File: config.mk
export PLATFORM = sky130hd
export DESIGN_NAME = fsss_sequencer
export DESIGN_NICKNAME = d
export VERILOG_FILES = /design/src/include/fsss_pkg.sv /design/src/rtl/fsss_sync.sv /design/src/rtl/fsss_sequencer.sv
export VERILOG_INCLUDE_DIRS = /design/src /design/src/include
export SDC_FILE = /design/constraint.sdc
export NUM_CORES = 1
export LEC_CHECK = 0
export ABC_AREA = 1
export BUFFER_PORTS_ARGS = -buffer_cell sky130_fd_sc_hd__buf_2
export CAP_MARGIN = 10
export CELL_PAD_IN_SITES_DETAIL_PLACEMENT = 2
export CELL_PAD_IN_SITES_GLOBAL_PLACEMENT = 2
export CORE_MARGIN = 2
export CORE_UTILIZATION = 36
export CTS_BUF_LIST = sky130_fd_sc_hd__clkbuf_4 sky130_fd_sc_hd__clkbuf_8 sky130_fd_sc_hd__clkbuf_16
export DETAILED_ROUTE_END_ITERATION = 8
export PLACE_DENSITY = 0.84
export SLEW_MARGIN = 20
export SYNTH_ARGS = -nofsm -noshare
export SYNTH_HDL_FRONTEND = slang
export SYNTH_SLANG_ARGS = --single-unit
File: constraint.sdc
create_clock -name mclk_in -period 1.6 [get_ports mclk_in]
set_input_delay 0.24 -clock mclk_in [delete_from_list [all_inputs] [get_ports mclk_in]]
set_output_delay 0.24 -clock mclk_in [all_outputs]
set_load 0.005 [all_outputs]
File: src/include/fsss_cfg.svh
// timing constants and pin-vector positions of the four switch state sequencer
// assumes a single 125 MHz core clock; included by bare name
`ifndef FSSS_CFG_SVH
`define FSSS_CFG_SVH

// clock and times, ns
`define FSSS_CLK_NS 8
`define FSSS_TSW_NS 2000
`define FSSS_TMIN_NS 200
`define FSSS_DEAD_NS 24
`define FSSS_INIT_NS 1000

// derived cycle counts: period rounds down, minimum, dead and init times round up
`define FSSS_PERIOD_CYC (`FSSS_TSW_NS / `FSSS_CLK_NS)
`define FSSS_TMIN_CYC ((`FSSS_TMIN_NS + `FSSS_CLK_NS - 1) / `FSSS_CLK_NS)
`define FSSS_DEAD_CYC ((`FSSS_DEAD_NS + `FSSS_CLK_NS - 1) / `FSSS_CLK_NS)
`define FSSS_INIT_CYC ((`FSSS_INIT_NS + `FSSS_CLK_NS - 1) / `FSSS_CLK_NS)

// output level code: 0 at or below nominal, full scale one percent above
`define FSSS_LVL_W 4
// lfsr for the random entry level
`define FSSS_LFSR_SEED 8'h5a
`define FSSS_LFSR_TAPS 8'hb8

// bit positions in the synchronised pin vector
`define FSSS_PIN_W 16
`define FSSS_B_MODE 0
`define FSSS_B_PEAK 1
`define FSSS_B_TON 2
`define FSSS_B_TOFF 3
`define FSSS_B_DLIM 4
`define FSSS_B_LOWI 5
`define FSSS_B_DEM 6
`define FSSS_B_VHI 7
`define FSSS_B_EN 8
`define FSSS_B_VOK 9
`define FSSS_B_FLT 10
`define FSSS_B_POR 11
`define FSSS_B_LVL 12

`endif

File: src/include/fsss_pkg.sv
// types of the four switch state sequencer
// assumes nothing beyond a SystemVerilog compiler
package fsss_pkg;
	// active switching states seen by the bridges
	typedef enum logic [2:0] {
		FSSS_SW_OFF = 3'b000,
		FSSS_SW_ONE = 3'b001,
		FSSS_SW_TWO = 3'b010,
		FSSS_SW_THREE = 3'b011,
		FSSS_SW_SLEEP = 3'b100
	} fsss_sw_t;
	// conversion mode
	typedef enum logic [1:0] {
		FSSS_MD_BUCK = 2'b00,
		FSSS_MD_BOOST = 2'b01,
		FSSS_MD_BB = 2'b10
	} fsss_mode_t;
endpackage

File: src/rtl/fsss_sync.sv
// three flop pin synchroniser with agreement filter
// assumes asynchronous pins; reset value zero for every bit
`timescale 1ns/10ps
`default_nettype none
module fsss_sync #(
	parameter int WIDTH = 1
) (
	// clock and reset
	input wire logic mclk_in,
	input wire logic rst_b_in,
	// pins and filtered result
	input wire logic [WIDTH-1:0] pin_in,
	output logic [WIDTH-1:0] sync_out
);
	logic [WIDTH-1:0] s1_r;
	logic [WIDTH-1:0] s2_r;
	logic [WIDTH-1:0] s3_r;
	logic [WIDTH-1:0] q_nxt;

	// a bit changes only when second and third stages agree
	assign q_nxt = (s2_r & s3_r) | (sync_out & (s2_r | s3_r));

	// shift chain and filtered output
	always_ff @(posedge mclk_in or negedge rst_b_in)
	begin
		if (!rst_b_in)
		begin
			s1_r <= '0;
			s2_r <= '0;
			s3_r <= '0;
			sync_out <= '0;
		end
		else
		begin
			s1_r <= pin_in;
			s2_r <= s1_r;
			s3_r <= s2_r;
			sync_out <= q_nxt;
		end
	end
endmodule // fsss_sync
`default_nettype wire

File: src/rtl/fsss_sequencer.sv
// four switch buck-boost switching state sequencer
// assumes pins from the analog loop are asynchronous; gate drivers follow
// the switch outputs directly
`include "fsss_cfg.svh"
`timescale 1ns/10ps
`default_nettype none
module fsss_sequencer (
	// clock and reset
	input wire logic mclk_in,
	input wire logic rst_b_in,
	// supervision pins
	input wire logic por_ok_in,
	input wire logic enable_undervoltage_pin_in,
	input wire logic input_supply_pin_ok_in,
	input wire logic output_fault_in,
	// mode select, low enables power save
	input wire logic light_load_save_mode_in,
	// loop comparators
	input wire logic peak_cur_in,
	input wire logic buck_ton_over_in,
	input wire logic boost_toff_over_in,
	input wire logic duty_limit_in,
	input wire logic low_current_in,
	input wire logic loop_demand_in,
	input wire logic vin_above_vout_in,
	input wire logic [`FSSS_LVL_W-1:0] vout_level_in,
	// switch gates
	output logic input_high_switch_out,
	output logic input_low_switch_out,
	output logic output_high_switch_out,
	output logic output_low_switch_out,
	// status
	output fsss_pkg::fsss_mode_t conv_mode_out,
	output logic sleep_out,
	output logic fault_out_n_out,
	output logic fault_out_n_oe_out
);
	import fsss_pkg::*;

	logic [`FSSS_PIN_W-1:0] pins;
	logic [`FSSS_PIN_W-1:0] pin_s;
	logic [7:0] per_cnt_r;
	logic tick_r;
	logic [7:0] init_cnt_r;
	logic init_done_r;
	logic run;
	logic light_load_save_mode;
	logic [`FSSS_LVL_W-1:0] lvl;
	logic [`FSSS_LVL_W-1:0] entry_lvl;
	logic [7:0] lfsr_r;
	logic sleep_go;
	fsss_sw_t sw_r;
	fsss_mode_t mode_r;
	logic [7:0] cnt_r;
	logic peak_seen_r;
	logic mpulse_r;
	logic [1:0] want_hi;
	logic [1:0] want_lo;
	logic [1:0] hi_r;
	logic [1:0] lo_r;

	// all pins pass the three flop filter
	assign pins = {vout_level_in, por_ok_in, output_fault_in,
		input_supply_pin_ok_in, enable_undervoltage_pin_in, vin_above_vout_in,
		loop_demand_in, low_current_in, duty_limit_in, boost_toff_over_in,
		buck_ton_over_in, peak_cur_in, light_load_save_mode_in};

	fsss_sync #(
		.WIDTH(`FSSS_PIN_W)
	) u_sync (
		.mclk_in(mclk_in),
		.rst_b_in(rst_b_in),
		.pin_in(pins),
		.sync_out(pin_s)
	);

	// run gate and power save select
	assign run = init_done_r && pin_s[`FSSS_B_EN]
		&& pin_s[`FSSS_B_VOK];
	assign light_load_save_mode = !pin_s[`FSSS_B_MODE];
	assign lvl = pin_s[`FSSS_B_LVL +: `FSSS_LVL_W];

	// free running period divider, same period in every mode
	always_ff @(posedge mclk_in or negedge rst_b_in)
	begin
		if (!rst_b_in)
		begin
			per_cnt_r <= 8'h00;
			tick_r <= 1'b0;
		end
		else if (per_cnt_r == 8'(`FSSS_PERIOD_CYC - 1))
		begin
			per_cnt_r <= 8'h00;
			tick_r <= 1'b1;
		end
		else
		begin
			per_cnt_r <= per_cnt_r + 8'h01;
			tick_r <= 1'b0;
		end
	end

	// initialization after supply good, restarted on supply loss
	always_ff @(posedge mclk_in or negedge rst_b_in)
	begin
		if (!rst_b_in)
		begin
			init_cnt_r <= 8'h00;
			init_done_r <= 1'b0;
		end
		else if (!pin_s[`FSSS_B_POR])
		begin
			init_cnt_r <= 8'h00;
			init_done_r <= 1'b0;
		end
		else if (init_cnt_r == 8'(`FSSS_INIT_CYC - 1))
			init_done_r <= 1'b1;
		else
			init_cnt_r <= init_cnt_r + 8'h01;
	end

	// random sleep entry level, never at nominal itself
	always_ff @(posedge mclk_in or negedge rst_b_in)
	begin
		if (!rst_b_in)
			lfsr_r <= `FSSS_LFSR_SEED;
		else if (tick_r)
			lfsr_r <= {1'b0, lfsr_r[7:1]} ^ (lfsr_r[0] ? `FSSS_LFSR_TAPS : 8'h00);
	end
	assign entry_lvl = (lfsr_r[`FSSS_LVL_W-1:0] == '0) ? `FSSS_LVL_W'(1)
		: lfsr_r[`FSSS_LVL_W-1:0];

	// sleep entry: timing limit, low current, output at or above random level
	assign sleep_go = light_load_save_mode && pin_s[`FSSS_B_DLIM] && pin_s[`FSSS_B_LOWI]
		&& (lvl >= entry_lvl);

	// conversion mode, updated at cycle start; while not running it follows vin above vout every cycle
	always_ff @(posedge mclk_in or negedge rst_b_in)
	begin
		if (!rst_b_in)
			mode_r <= FSSS_MD_BUCK;
		else if (!run)
			mode_r <= pin_s[`FSSS_B_VHI] ? FSSS_MD_BUCK : FSSS_MD_BOOST;
		else if (tick_r)
		begin
			unique case (mode_r)
				FSSS_MD_BUCK:
					if (pin_s[`FSSS_B_TON] || pin_s[`FSSS_B_DLIM])
						mode_r <= FSSS_MD_BB;
				FSSS_MD_BOOST:
					if (pin_s[`FSSS_B_TOFF])
						mode_r <= FSSS_MD_BB;
				FSSS_MD_BB:
					if (pin_s[`FSSS_B_VHI] && !pin_s[`FSSS_B_TON])
						mode_r <= FSSS_MD_BUCK;
					else if (!pin_s[`FSSS_B_VHI] && !pin_s[`FSSS_B_TOFF])
						mode_r <= FSSS_MD_BOOST;
				default:
					mode_r <= FSSS_MD_BUCK;
			endcase
		end
	end

	// switching state machine
	always_ff @(posedge mclk_in or negedge rst_b_in)
	begin
		if (!rst_b_in)
		begin
			sw_r <= FSSS_SW_OFF;
			cnt_r <= 8'h00;
			peak_seen_r <= 1'b0;
			mpulse_r <= 1'b0;
		end
		else if (!run)
		begin
			sw_r <= FSSS_SW_OFF;
			mpulse_r <= 1'b0;
		end
		else if (sw_r == FSSS_SW_SLEEP)
		begin
			if (lvl == '0 || !light_load_save_mode)
				sw_r <= FSSS_SW_OFF;
		end
		else if (sleep_go)
			sw_r <= FSSS_SW_SLEEP;
		else if (tick_r)
		begin
			cnt_r <= 8'(`FSSS_TMIN_CYC);
			peak_seen_r <= 1'b0;
			mpulse_r <= 1'b0;
			unique case (mode_r)
				FSSS_MD_BOOST:
					sw_r <= FSSS_SW_ONE;
				FSSS_MD_BUCK:
					sw_r <= FSSS_SW_TWO;
				default:
				begin
					if (light_load_save_mode && !pin_s[`FSSS_B_DEM])
						sw_r <= FSSS_SW_OFF;
					else if (light_load_save_mode)
					begin
						mpulse_r <= 1'b1;
						sw_r <= pin_s[`FSSS_B_VHI] ? FSSS_SW_THREE : FSSS_SW_ONE;
					end
					else
						sw_r <= FSSS_SW_ONE;
				end
			endcase
		end
		else
		begin
			if (cnt_r != 8'h00)
				cnt_r <= cnt_r - 8'h01;
			unique case (sw_r)
				FSSS_SW_ONE:
					if (cnt_r == 8'h00)
					begin
						peak_seen_r <= pin_s[`FSSS_B_PEAK];
						cnt_r <= 8'(`FSSS_TMIN_CYC);
						sw_r <= mpulse_r ? FSSS_SW_OFF : FSSS_SW_TWO;
					end
				FSSS_SW_TWO:
					if (mode_r == FSSS_MD_BUCK && pin_s[`FSSS_B_PEAK])
						sw_r <= FSSS_SW_THREE;
					else if (mode_r == FSSS_MD_BB && cnt_r == 8'h00
						&& (pin_s[`FSSS_B_PEAK] || peak_seen_r))
						sw_r <= FSSS_SW_THREE;
				FSSS_SW_THREE:
					if (mpulse_r && cnt_r == 8'h00)
						sw_r <= FSSS_SW_OFF;
				default:
					sw_r <= sw_r;
			endcase
		end
	end

	// wanted gates per bridge: index 0 input bridge, 1 output bridge
	always_comb
	begin
		want_hi = 2'b00;
		want_lo = 2'b00;
		unique case (sw_r)
			FSSS_SW_ONE:
			begin
				want_hi = 2'b01;
				want_lo = 2'b10;
			end
			FSSS_SW_TWO:
				want_hi = 2'b11;
			FSSS_SW_THREE:
			begin
				want_hi = 2'b10;
				want_lo = 2'b01;
			end
			FSSS_SW_SLEEP:
				want_lo = 2'b11;
			default:
				want_hi = 2'b00;
		endcase
	end

	// per bridge break before make with dead time
	for (genvar b = 0; b < 2; b++)
	begin : g_bridge
		logic [7:0] dcnt_r;
		always_ff @(posedge mclk_in or negedge rst_b_in)
		begin
			if (!rst_b_in)
			begin
				hi_r[b] <= 1'b0;
				lo_r[b] <= 1'b0;
				dcnt_r <= 8'h00;
			end
			else if ((hi_r[b] && !want_hi[b]) || (lo_r[b] && !want_lo[b]))
			begin
				hi_r[b] <= 1'b0;
				lo_r[b] <= 1'b0;
				dcnt_r <= 8'(`FSSS_DEAD_CYC);
			end
			else if (dcnt_r != 8'h00)
				dcnt_r <= dcnt_r - 8'h01;
			else
			begin
				hi_r[b] <= want_hi[b];
				lo_r[b] <= want_lo[b] && !want_hi[b];
			end
		end
	end

	assign input_high_switch_out = hi_r[0];
	assign input_low_switch_out = lo_r[0];
	assign output_high_switch_out = hi_r[1];
	assign output_low_switch_out = lo_r[1];

	// status flops
	always_ff @(posedge mclk_in or negedge rst_b_in)
	begin
		if (!rst_b_in)
		begin
			conv_mode_out <= FSSS_MD_BUCK;
			sleep_out <= 1'b0;
			fault_out_n_out <= 1'b0;
			fault_out_n_oe_out <= 1'b0;
		end
		else
		begin
			conv_mode_out <= mode_r;
			sleep_out <= (sw_r == FSSS_SW_SLEEP);
			fault_out_n_out <= 1'b0;
			fault_out_n_oe_out <= pin_s[`FSSS_B_FLT];
		end
	end
endmodule // fsss_sequencer
`default_nettype wire

Yosys cells after proc, flatten, opt, wreduce, memory -nomap -nowiden
Cells that the tools add are included.
{"block": "word_totals", "reg_bits": 129, "inputBits": 18, "out_inout_bits": 9, "wordCells": 167}
{"block": "classes", "addsub": 5, "order_cmp": 1, "n_eq_ne": 23, "n_mux": 59, "bitwise": 7, "reduce_logical": 49}
{"op": "8-bit two-way mux", "count": 12}
{"op": "16-bit AND", "count": 2}
{"op": "16-bit OR", "count": 2}
{"op": "3-bit two-way mux", "count": 9}
{"op": "8-bit nonzero test", "count": 3}
{"op": "8-bit by 1-bit subtractor with 8-bit output (second input constant)", "count": 3}
{"op": "1-bit two-way mux", "count": 22}
{"op": "2-bit two-way mux", "count": 10}
{"op": "1-bit logical AND", "count": 18}
{"op": "2-bit case mux with 3 select lines", "count": 3}
{"op": "8-bit by 1-bit adder with 8-bit output (second input constant)", "count": 2}
{"op": "2-bit != test (second input constant)", "count": 7}
{"op": "6-bit != test (second input constant)", "count": 2}
{"op": "5-bit AND reduction", "count": 2}
{"op": "1-bit zero test", "count": 9}
{"op": "3-bit case mux with 3 select lines", "count": 1}
{"op": "8-bit by 7-bit equality test with 1-bit output (second input constant)", "count": 1}
{"op": "8-bit equality test (second input constant)", "count": 1}
{"op": "4-bit zero test", "count": 2}
{"op": "8-bit zero test", "count": 1}
{"op": "2-bit nonzero test", "count": 4}
{"op": "7-bit by 8-bit XOR with 8-bit output", "count": 1}
{"op": "7-bit by 2-bit != test with 1-bit output (second input constant)", "count": 1}
{"op": "7-bit != test (second input constant)", "count": 1}
{"op": "other kinds (17)", "count": 25}

Longest topological paths before layout
{"block": "logic_depth", "word_depth": 10, "ltp_mapped": 14, "depth_no_buf": 14}

Cells and area by module
From an unflattened synthesis, not the netlist that was laid out.
{"block": "unflattened", "hier_cells": 568, "area_unflattened_um2": 5470.2}
{"mod": "fsss_sequencer", "n_inst": 1, "cells_each": 440, "area_each_um2": 3608.5}
{"mod": "fsss_sync", "n_inst": 1, "cells_each": 128, "area_each_um2": 1861.8}

Least setup slack after synthesis
No wires, ideal clock.
{"block": "synth_timing", "kind": "register to register", "start": "register lfsr_r[3]", "end": "register peak_seen_r", "setup_time_ns": 0.121, "arrival_ns": 1.552, "required_ns": 1.479, "setup_slack_ns": -0.072, "path_stages_with_launch": 11, "n_path_buf": 0, "synth_period_minus_slack_ns": 1.672, "path_cell_list": "dfstp_2 > inv_1 > ha_1 > a21oi_1 > nand3_1 > nand2_1 > nand2_2 > inv_2 > nand2_2 > nand2_1 > o21ai_1"}
{"block": "synth_between", "elab_chain_len": 6}
{"item": "start: declaration", "line": "fsss_sequencer.sv:50", "source": "logic [7:0] lfsr_r;"}
{"item": "start signal: assignment", "line": "fsss_sequencer.sv:126", "source": "lfsr_r <= `FSSS_LFSR_SEED;"}
{"item": "start signal: assignment", "line": "fsss_sequencer.sv:128", "source": "lfsr_r <= {1'b0, lfsr_r[7:1]} ^ (lfsr_r[0] ? `FSSS_LFSR_TAPS : 8'h00);"}
{"item": "4-bit zero test", "line": "fsss_sequencer.sv:130", "source": "assign entry_lvl = (lfsr_r[`FSSS_LVL_W-1:0] == '0) ? `FSSS_LVL_W'(1)"}
{"item": "4-bit two-way mux *", "line": "fsss_sequencer.sv:130"}
{"item": "4-bit greater-or-equal comparator *", "line": "fsss_sequencer.sv:135", "source": "&& (lvl >= entry_lvl);"}
{"item": "1-bit logical AND *", "line": "fsss_sequencer.sv:134", "source": "assign sleep_go = light_load_save_mode && pin_s[`FSSS_B_DLIM] && pin_s[`FSSS_B_LOWI]"}
{"item": "1-bit NOT (no source line) *"}
{"item": "5-bit AND reduction (no source line) *"}
{"item": "end signal: assignment", "line": "fsss_sequencer.sv:218", "source": "peak_seen_r <= pin_s[`FSSS_B_PEAK];"}
{"item": "end: declaration", "line": "fsss_sequencer.sv:55", "source": "logic peak_seen_r;"}
Mark *: on every way between the ends. The rest lies on a longest branch, timed or not.
A chain may end at the register's enable or synchronous reset.

Worst setup path after layout
{"block": "layout_timing", "start": "register lfsr_r[2]", "end": "register sw_r[1]"}
{"block": "layout_between", "elab_chain_len": 7}
{"item": "4-bit zero test", "line": "fsss_sequencer.sv:130"}
{"item": "4-bit two-way mux *", "line": "fsss_sequencer.sv:130"}
{"item": "4-bit greater-or-equal comparator *", "line": "fsss_sequencer.sv:135"}
{"item": "1-bit logical AND *", "line": "fsss_sequencer.sv:134"}
{"item": "branches (longest 3 deep; another with 7-bit by 2-bit != test with 1-bit output)"}
{"item": "end signal: assignment", "line": "fsss_sequencer.sv:203", "source": "sw_r <= pin_s[`FSSS_B_VHI] ? FSSS_SW_THREE : FSSS_SW_ONE;"}
{"item": "end signal: assignment", "line": "fsss_sequencer.sv:220", "source": "sw_r <= mpulse_r ? FSSS_SW_OFF : FSSS_SW_TWO;"}
{"item": "end signal: assignment", "line": "fsss_sequencer.sv:232", "source": "sw_r <= sw_r;"}
{"item": "end: declaration", "line": "fsss_sequencer.sv:52", "source": "fsss_sw_t sw_r;"}
Every way passes the cells marked *.

==> flow_summary_export.csv <==
group,metric,value,unit
run_status,outcome,"complete, but fails checks",
run_status,violations,"negative setup slack",
place,gp_congestion,0.793,
final_layout,final_net_count,643,
synthesis,syn-cell-area,5350,sq um
clocking,cts_root_buffer,"clkbuf_16",
clocking,cts_buffers,17,
synthesis,ys_seq_area_share,60.4,%
timing,fmax,481,MHz
clocking,clkSinkCount,129,
place,io_buffers,25,
clocking,insertion_delay,0.43,ns
critical_path,crit_path_start_kind,"register",
timing,finalHoldViolCount,0,
global_route,grt_max_degree,61,
timing,tns,-4.62,ns
clocking,htreeDepth,4,
global_route,grt_pass1_wl,27.3,mm
synthesis,synth_cell_types,38,
place,dp_slack,-0.261,ns
final_layout,drive_gt1_share,27.0,%
final_layout,fillers,1462,
critical_path,cp_slowest_cell,"dfrtp_1",
detailed_routing,drt-total-wl,17.6,mm
critical_path,cp-end-kind,"register",
critical_path,cp_max_fo,3,
die,fp.dieW,126,um
critical_path,cp.arrival,2.44,ns
job,drv_cap,0,
die,initial_utilization,36.8,%
synthesis,avgSynthCellArea,10.2,sq um
final_layout,stdcell_area,6950,sq um
critical_path,worstPathRequired,1.96,ns
detailed_routing,dr.first_iter.drc_count,194,
detailed_routing,firstDrtPassIters,4,
die,num_rows,44,
critical_path,reg2reg_depth,13,
final_layout,seqCellArea,3240,sq um
timing,relSlewSlack,59.4,%
critical_path,rr_endpoint,"sw_r[1]",
global_route,grt-ovfl-total,0,
timing,drv_slew,0,
clocking,clock_path_buffers,2,
timing,setup_viol,14,
critical_path,crit_chain,"o31ai_4 > ha_2 > inv_2 > nand2_2 > nand2_2 > nand2_2 > nand3_4 > nand2_4 > nand2_4 > buf_6 > nor2_4 > nand3_2 > nand2_2",
timing,period_needed,2.08,ns
die,core_region_area,14500,sq um
clocking,cts_tree,"done",
synthesis,synth_cells,522,
critical_path,critical_path_class,"register to register",
timing,tightest_slew,0.606,ns
critical_path,crit_top_cell,"nand2_2",
worst_hold_path,hold_class,"input pin to asynchronous set/reset pin",
global_route,grt_antenna_before_repair,0,
die,die-area,15900,sq um
detailed_routing,wl_per_cell,21.9,um
clocking,clkTransAtPathRegs,0.06,ns
critical_path,r2r_slack,-0.48,ns
final_layout,multi_input_area,2060,sq um
synthesis,yosysWarnings,0,
timing,rsz0062_at_grt,"true",
pwr,leakagePower,3.32,nW
detailed_routing,post-route-drc-count,0,
detailed_routing,ant_nets,0,
synthesis,synth_nets,555,
timing,hold_ws,0.286,ns
critical_path,regToRegStartpoint,"lfsr_r[2]",
pwr,p_per_area,1150,nW/um^2
detailed_routing,dr_total_vias,4148,
timing,finClkSkew,0.00832,ns
final_layout,n_antenna_cell,0,
timing,setup_slack,-0.481,ns
detailed_routing,vias_per_cell,5.15,
critical_path,cpPeakStageDelay,0.43,ns
synthesis,synth-seq-cells,129,
die,die_y,126,um
place,postPlaceCellArea,5920,sq um
die,io_pins,27,
global_route,grt_pass1_vias,4815,
place,hpwl,9.40,mm
pwr,vdd.ir_drop.worst,1130,uV
timing,post-route-period-util,130,%
final_layout,syn2layout_area_growth,29.9,%
global_route,grt.total_usage,22.6,%
power breakdown:
part           internal (mW)  switching (mW)
Sequential              3.39           0.106
Clock                   2.64            1.47
Combinational          0.162           0.225
Total                   6.19            1.80
cell usage in the layout (no fill, tap or decap), types with 5 or more instances in the layout:
| cell type | instances |
|---|---|
| ha_1 | 11 |
| nand3_1 | 21 |
| dfrtp_1 | 122 |
| a21oi_1 | 15 |
| xor2_1 | 11 |
| clkbuf_8 | 5 |
| inv_2 | 13 |
| buf_4 | 27 |
| xnor2_1 | 6 |
| dlygate4sd3_1 | 17 |
| nand2_1 | 74 |
| clkbuf_16 | 17 |
| nor2_1 | 45 |
| nand2_4 | 7 |
| nor3_1 | 19 |
| buf_2 | 24 |
| inv_1 | 44 |
| o21ai_1 | 7 |
| nand2_2 | 15 |
| o21ai_0 | 26 |
| maj3_1 | 16 |
| nor2_2 | 10 |
| nand4_1 | 9 |
routing by layer:
layer  vias up  global-route usage [%]  share of wire (%)
met4         0                    10.1                4.1
met3        54                    4.55                3.2
met5         -                       0                  0
met2       110                    40.3                 54
met1      2110                    26.4                 39
li1       1874                       -                  -
flip-flops by register name, indices dropped and copies added, names as in the netlist, 2 cells and up:
register / cells
conv_mode_out: 2
u_sync.s2_r: 16
sw_r: 3
mode_r: 2
u_sync.s1_r: 16
per_cnt_r: 8
init_cnt_r: 8
lfsr_r: 8
u_sync.s3_r: 16
g_bridge.dcnt_r: 16
cnt_r: 8
u_sync.sync_out: 16
how the worst max path moves through the flow:
stage,from,endpoint,cells after the start
6_report,lfsr_r[2],sw_r[1],13
5_1_grt,lfsr_r[2],sw_r[1],13
4_1_cts,lfsr_r[1],sw_r[1],9
3_5_place_dp,lfsr_r[2],peak_seen_r,13
3_3_place_gp,lfsr_r[2],peak_seen_r,13
2_1_floorplan,lfsr_r[3],sw_r[1],12
cells in the mapped netlist, drive strengths merged:
master	instances	area [sq um]
dfrtp	125	3130
nand2	96	398
inv	60	230
nor2	59	262
o21ai	34	170
nand3	28	163
nor3	22	121
a21oi	18	93.8
maj3	16	160
ha	15	188
xor2	11	96.3
nand4	9	56.3
xnor2	6	52.6
a31oi	4	25.0
dfstp	4	105
buf	2	18.8
clkbuf	2	7.51
nor4	2	12.5
o22ai	2	12.5
and3	1	6.26
conb	1	3.75
o21a	1	7.51
o21bai	1	7.51
o221a	1	11.3
o31ai	1	7.51
or2	1	6.26
critical path: cells and delay by family, from the launching register on:
family | cells | cell delay, ns
flops | 1 | 0.43
fa+ha+maj | 1 | 0.23
buf+inv | 2 | 0.19
compound gates | 1 | 0.29
simple gates | 9 | 0.87
layout make-up:
cell class / instances / share of cell area, %
timing repair buffer: 73 / 8.16
sequential: 129 / 46.6
inverter: 60 / 3.35
clock inverter: 9 / 1.85
tap: 184 / 3.31
clock buffer: 22 / 7.11
multi-input combinational: 329 / 29.6
kinds of logic after synthesis:
logic type / synth area share (%)
AND/OR/NAND/NOR: 19.2
flip-flops: 60.4
buffers and inverters: 4.79
AO/OA/AOI/OAI: 6.27
adder cells (fa/ha/maj): 6.50
XOR/XNOR: 2.78
other: 0.0701
stage by stage:
| stage | total power [mW] | util [%] | instances |
|---|---|---|---|
| after floorplan | 3.62 | - | 522 |
| after global placement | 3.77 | 40.7 | 751 |
| after detailed placement | 3.81 | 40.7 | 751 |
| after CTS | 7.99 | 46.8 | 800 |
| after global routing | 8.26 | 47.8 | 806 |
| final | 8.00 | 47.8 | 806 |
timing repair:
action                                  in CTS  in global routing
hold endpoints to repair                    33                  0
endpoints found under the setup margin      16                 34
resized for setup                           23                 32
hold buffers                                17                  0
setup buffers                                1                  6
pin swaps                                   13                 15
Note: power is estimated with default switching activity, not from simulation.
